`config.mk`:
```
export PLATFORM = sky130hd
export DESIGN_NAME = dswi_core
export DESIGN_NICKNAME = d
export VERILOG_FILES = /design/src/rtl/dswi_pkg.sv /design/src/rtl/dswi_core.sv
export VERILOG_INCLUDE_DIRS = /design/src /design/src/rtl
export SDC_FILE = /design/constraint.sdc
export NUM_CORES = 1
export LEC_CHECK = 0
export BUFFER_PORTS_ARGS = -buffer_cell sky130_fd_sc_hd__buf_4
export CAP_MARGIN = 20
export CELL_PAD_IN_SITES_DETAIL_PLACEMENT = 0
export CELL_PAD_IN_SITES_GLOBAL_PLACEMENT = 1
export CORE_MARGIN = 1
export CORE_UTILIZATION = 33
export CTS_BUF_LIST = sky130_fd_sc_hd__clkbuf_8
export DETAILED_ROUTE_END_ITERATION = 16
export GPL_ROUTABILITY_DRIVEN = 0
export PLACE_DENSITY = 0.87
export SLEW_MARGIN = 20
export SYNTH_ARGS = -nofsm -noshare
export SYNTH_HDL_FRONTEND = slang
export SYNTH_SLANG_ARGS = --single-unit
```
`constraint.sdc`:
```
create_clock -name clock -period 2.75 [get_ports clock]
set_input_delay 0.275 -clock clock [delete_from_list [all_inputs] [get_ports clock]]
set_output_delay 0.275 -clock clock [all_outputs]
set_load 0.02 [all_outputs]
```
`src/rtl/dswi_defs.svh`:
```
// Constants for the drive state word interface
`ifndef DSWI_DEFS_SVH
`define DSWI_DEFS_SVH

// ----------------------------------------------------------------
// Control word bit positions
// ----------------------------------------------------------------
`define DSWI_CW_SO 0
`define DSWI_CW_EV 1
`define DSWI_CW_QS 2
`define DSWI_CW_EO 3
`define DSWI_CW_FR 7

// ----------------------------------------------------------------
// Status word low bits (6,5,3..0 meaningful)
// ----------------------------------------------------------------
`define DSWI_SW_NOT_READY 16'h0000
`define DSWI_SW_SO_DIS 16'h0040
`define DSWI_SW_READY 16'h0021
`define DSWI_SW_SWITCHED 16'h0023
`define DSWI_SW_OP_EN 16'h0027
`define DSWI_SW_QSTOP 16'h0007
`define DSWI_SW_FLT_REACT 16'h000F
`define DSWI_SW_FAULT 16'h0008

// ----------------------------------------------------------------
// Operation mode selector limits
// ----------------------------------------------------------------
`define DSWI_MODE_NONE 8'h00
`define DSWI_MODE_RSVD 8'h05
`define DSWI_MODE_MAX 8'h0A

// ----------------------------------------------------------------
// Emergency codes and error register values
// ----------------------------------------------------------------
`define DSWI_EC_NONE 16'h0000
`define DSWI_EC_SHORT 16'h2340
`define DSWI_EC_BUS_OV 16'h3210
`define DSWI_EC_REGEN 16'h2310
`define DSWI_EC_AMB_OT 16'h4110
`define DSWI_EC_BRDG_OT 16'h4210
`define DSWI_EC_MOT_OT 16'h4310
`define DSWI_EC_ENC 16'h7305
`define DSWI_EC_RES 16'h7303
`define DSWI_ER_NONE 8'h00
`define DSWI_ER_CURR 8'h03
`define DSWI_ER_VOLT 8'h05
`define DSWI_ER_TEMP 8'h09
`define DSWI_ER_GEN 8'h01
`define DSWI_NUM_FAULTS 8

`endif

```
`src/rtl/dswi_pkg.sv`:
```
// Types for the drive state word interface
package dswi_pkg;

	typedef enum logic [2:0] {
		dswi_not_ready,
		dswi_so_disabled,
		dswi_ready,
		dswi_switched_on,
		dswi_op_enabled,
		dswi_quick_stop,
		dswi_fault_react,
		dswi_fault
	} dswi_state_type;

	typedef enum logic [3:0] {
		no_fault,
		short_circuit_fault,
		bus_overvoltage_fault,
		regeneration_fault,
		ambient_overtemp_fault,
		bridge_overtemp_fault,
		motor_overtemp_fault,
		position_encoder_fault,
		angle_resolver_fault
	} dswi_fault_type;

	typedef struct packed {
		logic [15:0] code;
		logic [7:0] err_reg;
		logic [7:0] fault_num;
	} dswi_emcy_type;

	typedef struct packed {
		logic vendor;
		logic none;
		logic defined;
		logic reserved;
	} dswi_mode_info_type;

	typedef struct packed {
		dswi_state_type state;
		logic pend_enable;
		logic [15:0] status_word;
		dswi_emcy_type emcy;
		logic emcy_valid;
		logic [7:0] fault_pend;
	} dswi_regs_type;

endpackage

```
`src/rtl/dswi_core.sv`:
```
// Control word decode, drive state machine, status word and emergencies
//
// Functional notes
// - Negative modes vendor; 1..10 defined; 5 and 11 up reserved.
// - Mode selector zero means no operating mode assigned.
// - Decode control bits 7,3,2,1,0 into drive state commands.
// - Switch-on-and-enable in ready performs switch-on, then enables.
// - After switched-on actions the combined command enters operation.
// - Status word bits 6,5,3..0 encode the current drive state.
// - Each fault emits code, error register and fault number.
// - Error register bit 0 set on any fault, clear when none.
// - Register bits 1..5 flag current, voltage, temp, comm, profile.
// - Codes for no fault, short, bus overvoltage and regeneration.
// - Codes for three overtemperatures, encoder and resolver faults.
`include "dswi_defs.svh"

module dswi_core #(
	parameter int NUM_FAULTS = `DSWI_NUM_FAULTS
) (
	input wire logic clock, // 250 MHz clock
	input wire logic nrst, // Synchronous reset, active low
	input wire logic [15:0] control_word, // Control word from master
	input wire logic cw_strobe, // Control word written this cycle
	input wire logic signed [7:0] mode_sel, // Operation mode selector
	input wire logic [NUM_FAULTS-1:0] fault_in, // Detected faults, 1..8
	input wire logic power_ready, // Power stage ready, leaves not-ready
	input wire logic reaction_done, // Fault reaction finished
	output logic [15:0] status_word, // Status word to master
	output dswi_pkg::dswi_state_type drive_state, // Current state
	output dswi_pkg::dswi_mode_info_type mode_info, // Mode class flags
	output dswi_pkg::dswi_emcy_type emcy, // Emergency message
	output logic emcy_valid // One-cycle pulse with each emergency
);

	// ----------------------------------------------------------------
	// Decode helpers
	// ----------------------------------------------------------------

	// Emergency content of one fault index
	function automatic dswi_pkg::dswi_emcy_type emcy_of(
		input dswi_pkg::dswi_fault_type f);
		dswi_pkg::dswi_emcy_type e;
		e.fault_num = 8'(f);
		unique case (f)
			dswi_pkg::no_fault: begin
				e.code = `DSWI_EC_NONE;
				e.err_reg = `DSWI_ER_NONE;
			end
			dswi_pkg::short_circuit_fault: begin
				e.code = `DSWI_EC_SHORT;
				e.err_reg = `DSWI_ER_CURR;
			end
			dswi_pkg::bus_overvoltage_fault: begin
				e.code = `DSWI_EC_BUS_OV;
				e.err_reg = `DSWI_ER_VOLT;
			end
			dswi_pkg::regeneration_fault: begin
				e.code = `DSWI_EC_REGEN;
				e.err_reg = `DSWI_ER_CURR;
			end
			dswi_pkg::ambient_overtemp_fault: begin
				e.code = `DSWI_EC_AMB_OT;
				e.err_reg = `DSWI_ER_TEMP;
			end
			dswi_pkg::bridge_overtemp_fault: begin
				e.code = `DSWI_EC_BRDG_OT;
				e.err_reg = `DSWI_ER_TEMP;
			end
			dswi_pkg::motor_overtemp_fault: begin
				e.code = `DSWI_EC_MOT_OT;
				e.err_reg = `DSWI_ER_TEMP;
			end
			dswi_pkg::position_encoder_fault: begin
				e.code = `DSWI_EC_ENC;
				e.err_reg = `DSWI_ER_GEN;
			end
			dswi_pkg::angle_resolver_fault: begin
				e.code = `DSWI_EC_RES;
				e.err_reg = `DSWI_ER_GEN;
			end
			default: begin
				e.code = `DSWI_EC_NONE;
				e.err_reg = `DSWI_ER_NONE;
			end
		endcase
		return e;
	endfunction

	// Status pattern of a state
	function automatic logic [15:0] status_of(
		input dswi_pkg::dswi_state_type s);
		logic [15:0] w;
		w = `DSWI_SW_NOT_READY;
		unique case (s)
			dswi_pkg::dswi_not_ready: w = `DSWI_SW_NOT_READY;
			dswi_pkg::dswi_so_disabled: w = `DSWI_SW_SO_DIS;
			dswi_pkg::dswi_ready: w = `DSWI_SW_READY;
			dswi_pkg::dswi_switched_on: w = `DSWI_SW_SWITCHED;
			dswi_pkg::dswi_op_enabled: w = `DSWI_SW_OP_EN;
			dswi_pkg::dswi_quick_stop: w = `DSWI_SW_QSTOP;
			dswi_pkg::dswi_fault_react: w = `DSWI_SW_FLT_REACT;
			dswi_pkg::dswi_fault: w = `DSWI_SW_FAULT;
		endcase
		return w;
	endfunction

	// ----------------------------------------------------------------
	// Command decode
	// ----------------------------------------------------------------
	logic fr, eo, qs, ev, so;
	logic cmd_shutdown, cmd_switch_on, cmd_enable, cmd_dis_volt;
	logic cmd_qstop, cmd_fault_reset;

	// Bit 7 set overrides every other pattern
	always_comb begin
		fr = control_word[`DSWI_CW_FR];
		eo = control_word[`DSWI_CW_EO];
		qs = control_word[`DSWI_CW_QS];
		ev = control_word[`DSWI_CW_EV];
		so = control_word[`DSWI_CW_SO];
		cmd_fault_reset = cw_strobe && fr;
		cmd_dis_volt = cw_strobe && !fr && !ev;
		cmd_qstop = cw_strobe && !fr && ev && !qs;
		cmd_shutdown = cw_strobe && !fr && ev && qs && !so;
		cmd_switch_on = cw_strobe && !fr && ev && qs && so && !eo;
		cmd_enable = cw_strobe && !fr && ev && qs && so && eo;
	end

	// Mode selector classes
	always_comb begin
		mode_info.vendor = mode_sel < 0;
		mode_info.none = mode_sel == `DSWI_MODE_NONE;
		// Signed compare, or negative vendor modes would count as reserved
		mode_info.reserved = mode_sel == `DSWI_MODE_RSVD
			|| mode_sel > $signed(`DSWI_MODE_MAX);
		mode_info.defined = !mode_info.vendor && !mode_info.none
			&& !mode_info.reserved;
	end

	// ----------------------------------------------------------------
	// State and emergency registers
	// ----------------------------------------------------------------
	dswi_pkg::dswi_regs_type r, next_r;
	logic [NUM_FAULTS-1:0] new_faults;
	int first_idx;

	// New fault edges queue up; one emergency leaves per cycle
	always_comb begin
		next_r = r;
		next_r.emcy_valid = 1'b0;
		new_faults = fault_in & ~r.fault_pend[NUM_FAULTS-1:0];
		next_r.fault_pend[NUM_FAULTS-1:0] = fault_in;
		first_idx = 0;
		for (int i = NUM_FAULTS; i >= 1; i--) begin
			if (new_faults[i-1]) begin
				first_idx = i;
			end
		end
		if (first_idx != 0) begin
			next_r.emcy = emcy_of(dswi_pkg::dswi_fault_type'(first_idx));
			next_r.emcy_valid = 1'b1;
			// Only the lowest new fault is sent; others re-arm next cycle
			next_r.fault_pend[NUM_FAULTS-1:0] = fault_in & ~(new_faults
				& ~(NUM_FAULTS'(1) << (first_idx - 1)));
		end
		// Unlisted commands for a state leave it untouched
		unique case (r.state)
			dswi_pkg::dswi_not_ready: begin
				if (power_ready) begin
					next_r.state = dswi_pkg::dswi_so_disabled;
				end
			end
			dswi_pkg::dswi_so_disabled: begin
				if (cmd_shutdown) begin
					next_r.state = dswi_pkg::dswi_ready;
				end
			end
			dswi_pkg::dswi_ready: begin
				if (cmd_dis_volt || cmd_qstop) begin
					next_r.state = dswi_pkg::dswi_so_disabled;
				end else if (cmd_switch_on || cmd_enable) begin
					next_r.state = dswi_pkg::dswi_switched_on;
					next_r.pend_enable = cmd_enable;
				end
			end
			dswi_pkg::dswi_switched_on: begin
				next_r.pend_enable = 1'b0;
				if (cmd_dis_volt || cmd_qstop) begin
					next_r.state = dswi_pkg::dswi_so_disabled;
				end else if (cmd_shutdown) begin
					next_r.state = dswi_pkg::dswi_ready;
				end else if (cmd_enable || r.pend_enable) begin
					next_r.state = dswi_pkg::dswi_op_enabled;
				end
			end
			dswi_pkg::dswi_op_enabled: begin
				if (cmd_dis_volt) begin
					next_r.state = dswi_pkg::dswi_so_disabled;
				end else if (cmd_qstop) begin
					next_r.state = dswi_pkg::dswi_quick_stop;
				end else if (cmd_shutdown) begin
					next_r.state = dswi_pkg::dswi_ready;
				end else if (cmd_switch_on) begin
					next_r.state = dswi_pkg::dswi_switched_on;
				end
			end
			dswi_pkg::dswi_quick_stop: begin
				if (cmd_dis_volt) begin
					next_r.state = dswi_pkg::dswi_so_disabled;
				end else if (cmd_enable) begin
					next_r.state = dswi_pkg::dswi_op_enabled;
				end
			end
			dswi_pkg::dswi_fault_react: begin
				if (reaction_done) begin
					next_r.state = dswi_pkg::dswi_fault;
				end
			end
			dswi_pkg::dswi_fault: begin
				if (cmd_fault_reset && fault_in == '0) begin
					next_r.state = dswi_pkg::dswi_so_disabled;
				end
			end
		endcase
		// A new fault preempts any command outside the fault states
		if (first_idx != 0 && r.state != dswi_pkg::dswi_fault_react
			&& r.state != dswi_pkg::dswi_fault) begin
			next_r.state = dswi_pkg::dswi_fault_react;
			next_r.pend_enable = 1'b0;
		end
		next_r.status_word = status_of(next_r.state);
	end

	// State register
	always_ff @(posedge clock) begin
		if (!nrst) begin
			r <= '{state: dswi_pkg::dswi_not_ready, pend_enable: 1'b0,
				status_word: `DSWI_SW_NOT_READY,
				emcy: '{`DSWI_EC_NONE, `DSWI_ER_NONE, '0},
				emcy_valid: 1'b0, fault_pend: '0};
		end else begin
			r <= next_r;
		end
	end

	assign status_word = r.status_word;
	assign drive_state = r.state;
	assign emcy = r.emcy;
	assign emcy_valid = r.emcy_valid;

endmodule

```
---- Word-level counts from Yosys, hierarchy flattened ----
Memory sizes are Yosys's and may differ from the RTL's. A register that Yosys moved wholly into a read port is not among the register bits.
Index checks and enable logic that the tools add are counted.
word-level totals
  register bits after elaboration ......... 57
  memory bits (read-only) ................. 272
  input bits .............................. 37
  output and inout bits ................... 56
  word-level logic and storage cells ...... 97
  memories ................................ 2
memories
  memory           words  bits a word  read ports  clocked after memory_dff  wr ports  line             text
  (no name shown)  16     14           1           1                         0         dswi_core.sv:44  unique case (f)
  (no name shown)  8      6            1           1                         0         dswi_core.sv:94  unique case (s)
operators by class
  $add $sub $neg .......................... 1
  $lt $le $gt $ge ......................... 2
  eq/ne operators ......................... 12
  shift operators ......................... 1
  mux-type cells .......................... 28
  bitwise operators ....................... 7
  reductions and logical operators ........ 36
operators with widths
  kind                                                count
  two-way mux 32 bit                                  7
  two-way mux 3 bit                                   14
  nonzero test 32 bit                                 1
  << shifter 1 x 32 -> 8 bit, first input constant    1
  subtractor 32 x 2 -> 32 bit, second input constant  1
  AND 8 bit                                           3
  inverter 8 bit                                      3
  case mux 3 bit (8 select lines)                     1
  logical NOT 8 bit                                   2
  logical AND 1 bit                                   15
  == test 3 bit, second input constant                4
  two-way mux 4 bit                                   3
  logical NOT 1 bit                                   10
  two-way mux 9 bit                                   1
  == test 8 x 3 -> 1 bit, second input constant       1
  > comparator 8 x 5 -> 1 bit, second input constant  1
  < comparator 8 x 1 -> 1 bit, second input constant  1
  == test 3 x 2 -> 1 bit, second input constant       2
  inequality test 3 bit, second input constant        2
  logical OR 1 bit                                    4
  inequality test 2 bit, second input constant        2
  == test 3 x 1 -> 1 bit, second input constant       1
  logical NOT 3 bit                                   1
  AND reduction 3 bit                                 1
  5 further kinds                                     5

---- Logic depth before layout (Yosys ltp) ----
  depth in word-level cells ............... 17
  depth in mapped cells ................... 13
  depth with buffers taken out ............ 12

---- Worst setup path after synthesis ----
Ideal clock, no wire load.
  kind .................................... reg2reg
  from .................................... register r[6] (netlist bit)
  to ...................................... register, netlist name status_word[1]
  library setup time ...................... 0.120 ns
  data arrival time ....................... 2.449 ns
  data required time ...................... 2.630 ns
  slack ................................... 0.181 ns
  cell stages (with the launch flop) ...... 14
  buffers on the path ..................... 1
  clock period less this slack ............ 2.569 ns
  cells stage by stage .................... dfxtp_1 nand2b_1 o21ai_0 a21oi_1 o21ai_2 inv_1 ha_1 clkbuf_2 inv_1 a31oi_1 a21oi_1 nand2_1 a311o_1 nor3b_2
RTL lines
  item                      line              text
  start: declaration        dswi_core.sv:143  dswi_pkg::dswi_regs_type r, next_r;
  start signal: assignment  dswi_core.sv:237  r <= '{state: dswi_pkg::dswi_not_ready, pend_enable: 1'b0,
  start signal: assignment  dswi_core.sv:242  r <= next_r;

==> reports/metrics.cfg <==
[status]
status = completed

[synth]
synth_edf_count = 0
synthTopCellsByArea = dfxtp_1, buf_4, ha_1, a21oi_1, nor2_1
synth_top_area_share = 0.303
synth_top_flop_cell = dfxtp_1
ys_ff_latch = 37
syn_avg_cell_area_sq_um = 8.25
synth_area_leader_cell = dfxtp_1
syn_area_sq_um = 2440
yosysWarnings = 0
yosys.cell_types.count = 63
ys_seq_area_frac = 0.303
synthCells = 296
async_reset_ff_frac = 0

[setup_path]
critPathKind = register to register
cp-start-kind = register
cp-end-kind = register
crit_top_cell = inv_1
regToRegSetupSlack_ps = 270
path_delay_family = compound AO/OA/AOI/OAI gates
rr_startpoint = r[4]
crit_buf_inv = 2
slowest_delay_ps = 330
cp.required_ps = 2910
ff2ff_path_depth = 12
crit_chain = nand2b_1, o21ai_0, a21oi_1, o21ai_2, inv_1, ha_1, inv_1, a31oi_1, a21o_2, a21oi_2, a311o_1, nor3b_2
cp_num_cells = 12
r2r_end = status_word[1]
crit_arrival_ps = 2640
crit_slowest_cell = dfxtp_1
cp_max_fo = 8

[power]
p_int_mw = 1.16
p_leak_nw = 1.32
power_switching_uw = 538
switching_share = 0.317
power_frac_comb = 0.299
clock_power_share = 0.332
seqPwrFrac = 0.369
ir_worst_vdd_uv = 230
power_density_nw_per_um2 = 598

[floorplan]
io_pins = 93
die_area_sq_um = 7740
dieHeight_um = 88.0
num_rows = 30
start_util = 0.350
coreArea_sq_um = 6980
die_w_um = 88.0

[finish]
syn_to_final_growth_pct = 16.2
final_common_cell = buf_4
drive_above_1_share = 0.253
diodes = 0
final_net_count = 377
final_cell_mix = buf_4, dfxtp_1, nor2_1, conb_1, a21oi_1
stdcell_area_sq_um = 2840

[sta]
finalCritPeriodShare = 0.900
fmax_mhz = 404
finalHoldViolCount = 0
clock_skew_ps = 8.75
fin_crit_ps = 2480
slew_viol_final = 0
rsz0062_at_grt = no
setup_viol = 0
tns_ps = 0

[global_route]
grt_overflow_total = 0
track_usage = 0.143
grt_pass1_vias = 1844
grt_max_degree = 17
grt_first_pass_wirelength_mm = 8.50
antenna_found_initial = 0

[clock_tree]
ctsHoldBuffers = 0
cts_buffers = 5
ctsResizeCount = 0
clockBufferDepth = 2
tritoncts = done
cts_root_buf = clkbuf_8
clock-sinks = 37
path_clk_slew_ps = 80
htree_levels = 2
worstSkewPairLatency_ps = 300
cts_setup_buffers = 0

[run]
maxCapViolations = 0

[detailed_routing]
dr.pass1.iters = 5
wl_mm = 5.24
remaining_drc_errors = 0
wl_per_cell_um = 12.2
final_antenna_net_count = 0
drtIter0Drc = 86
vias_per_cell = 4.77
vias = 2041

[hold_path]
min_from = fault_in[0]
worst_hold_path.num_cells = 2
hold_path_end = r[0]
hold_path_class = input pin to register

[placement]
dpl_cell_area_sq_um = 2700
numPortBuffers = 57
dp_hpwl_mm = 4.11

==> sequential cells by signal, summed over array words and instances (netlist names) <==
| signal | count |
|---|---|
| drive_state | 3 |
| emcy_valid | 1 |
| r | 9 |
| emcy | 18 |
| status_word | 6 |
==> how the worst max path moves through the flow <==
stage | from | to | slack (ps)
2_1_floorplan | r[6] | status_word[1] | 180
3_3_place_gp | fault_in[5] | r[4] | 300
3_5_place_dp | fault_in[5] | status_word[1] | 230
4_1_cts | r[4] | status_word[1] | 280
5_1_grt | r[3] | status_word[5] | 20
6_report | r[4] | status_word[1] | 270
==> routing by layer <==
| metal | up-vias | track usage | share of wire | routed length [um] |
|---|---|---|---|---|
| met3 | 5 | 0.0434 | 0.052 | 271 |
| met4 | 0 | 0.0447 | 0.012 | 63 |
| met5 | - | 0 | 0 | 0 |
| li1 | 1043 | - | - | - |
| met2 | 57 | 0.241 | 0.49 | 2580 |
| met1 | 936 | 0.174 | 0.44 | 2320 |
==> cells by family after synthesis <==
kind of cell | share of synthesized area
simple gates | 0.217
compound gates | 0.221
buf+inv | 0.194
flops | 0.303
fa+ha+maj | 0.0461
mux | 0.0169
other cells | 0.00154
==> power by group through the flow <==
stage	registers [mW]	logic [mW]	clock network, mW
floorplan	0.619	0.433	0
global placement	0.639	0.500	0
detailed placement	0.639	0.505	0
CTS	0.626	0.507	0.575
global route	0.633	0.556	0.603
finish	0.626	0.507	0.564
==> layout make-up <==
| cell class | instances | area [sq um] |
|---|---|---|
| clock buffers | 5 | 68.8 |
| clock inverters | 3 | 65.1 |
| fillers | 731 | 4140 |
| inverters | 11 | 41.3 |
| multi-input cells | 211 | 1310 |
| flip-flops and latches | 37 | 741 |
| well taps | 96 | 120 |
| repair buffers | 65 | 488 |
==> through the flow <==
stage | worst slack, ps | hold slack [ps] | instances | utilization | power [mW]
2_1_floorplan | 181 | 389 | 319 | - | 1.05
3_3_place_gp | 304 | 447 | 420 | 0.387 | 1.14
3_5_place_dp | 235 | 456 | 420 | 0.387 | 1.14
4_1_cts | 281 | 206 | 428 | 0.406 | 1.71
5_1_grt | 21.9 | 209 | 428 | 0.406 | 1.79
6_report | 275 | 204 | 428 | 0.406 | 1.70
==> synth_stat cells (2+ instances only) <==
library cell / number
and2_1: 5
mux2i_1: 3
nor3_1: 8
a211oi_1: 3
nor2b_1: 6
a21oi_1: 19
nand2b_1: 10
nand2_1: 18
inv_1: 10
buf_4: 52
nor2_1: 24
and3b_1: 2
nand3_1: 4
o311a_1: 5
clkbuf_1: 4
a31oi_1: 6
and2b_1: 3
o211ai_1: 2
o21ai_0: 12
o21ai_1: 2
buf_2: 2
nand4_1: 3
a21o_1: 4
dfxtp_1: 37
nor4_1: 4
ha_1: 9
or4_1: 2
a21oi_2: 2
==> worst reg2reg max path: stages (launching register included) <==
cell	delay [ps]
dfxtp_1	330
nand2b_1	160
o21ai_0	110
a21oi_1	190
o21ai_2	70
inv_1	160
ha_1	220
inv_1	70
a31oi_1	190
a21o_2	240
a21oi_2	130
a311o_1	320
nor3b_2	150
Power figures use the tool's default switching activity.
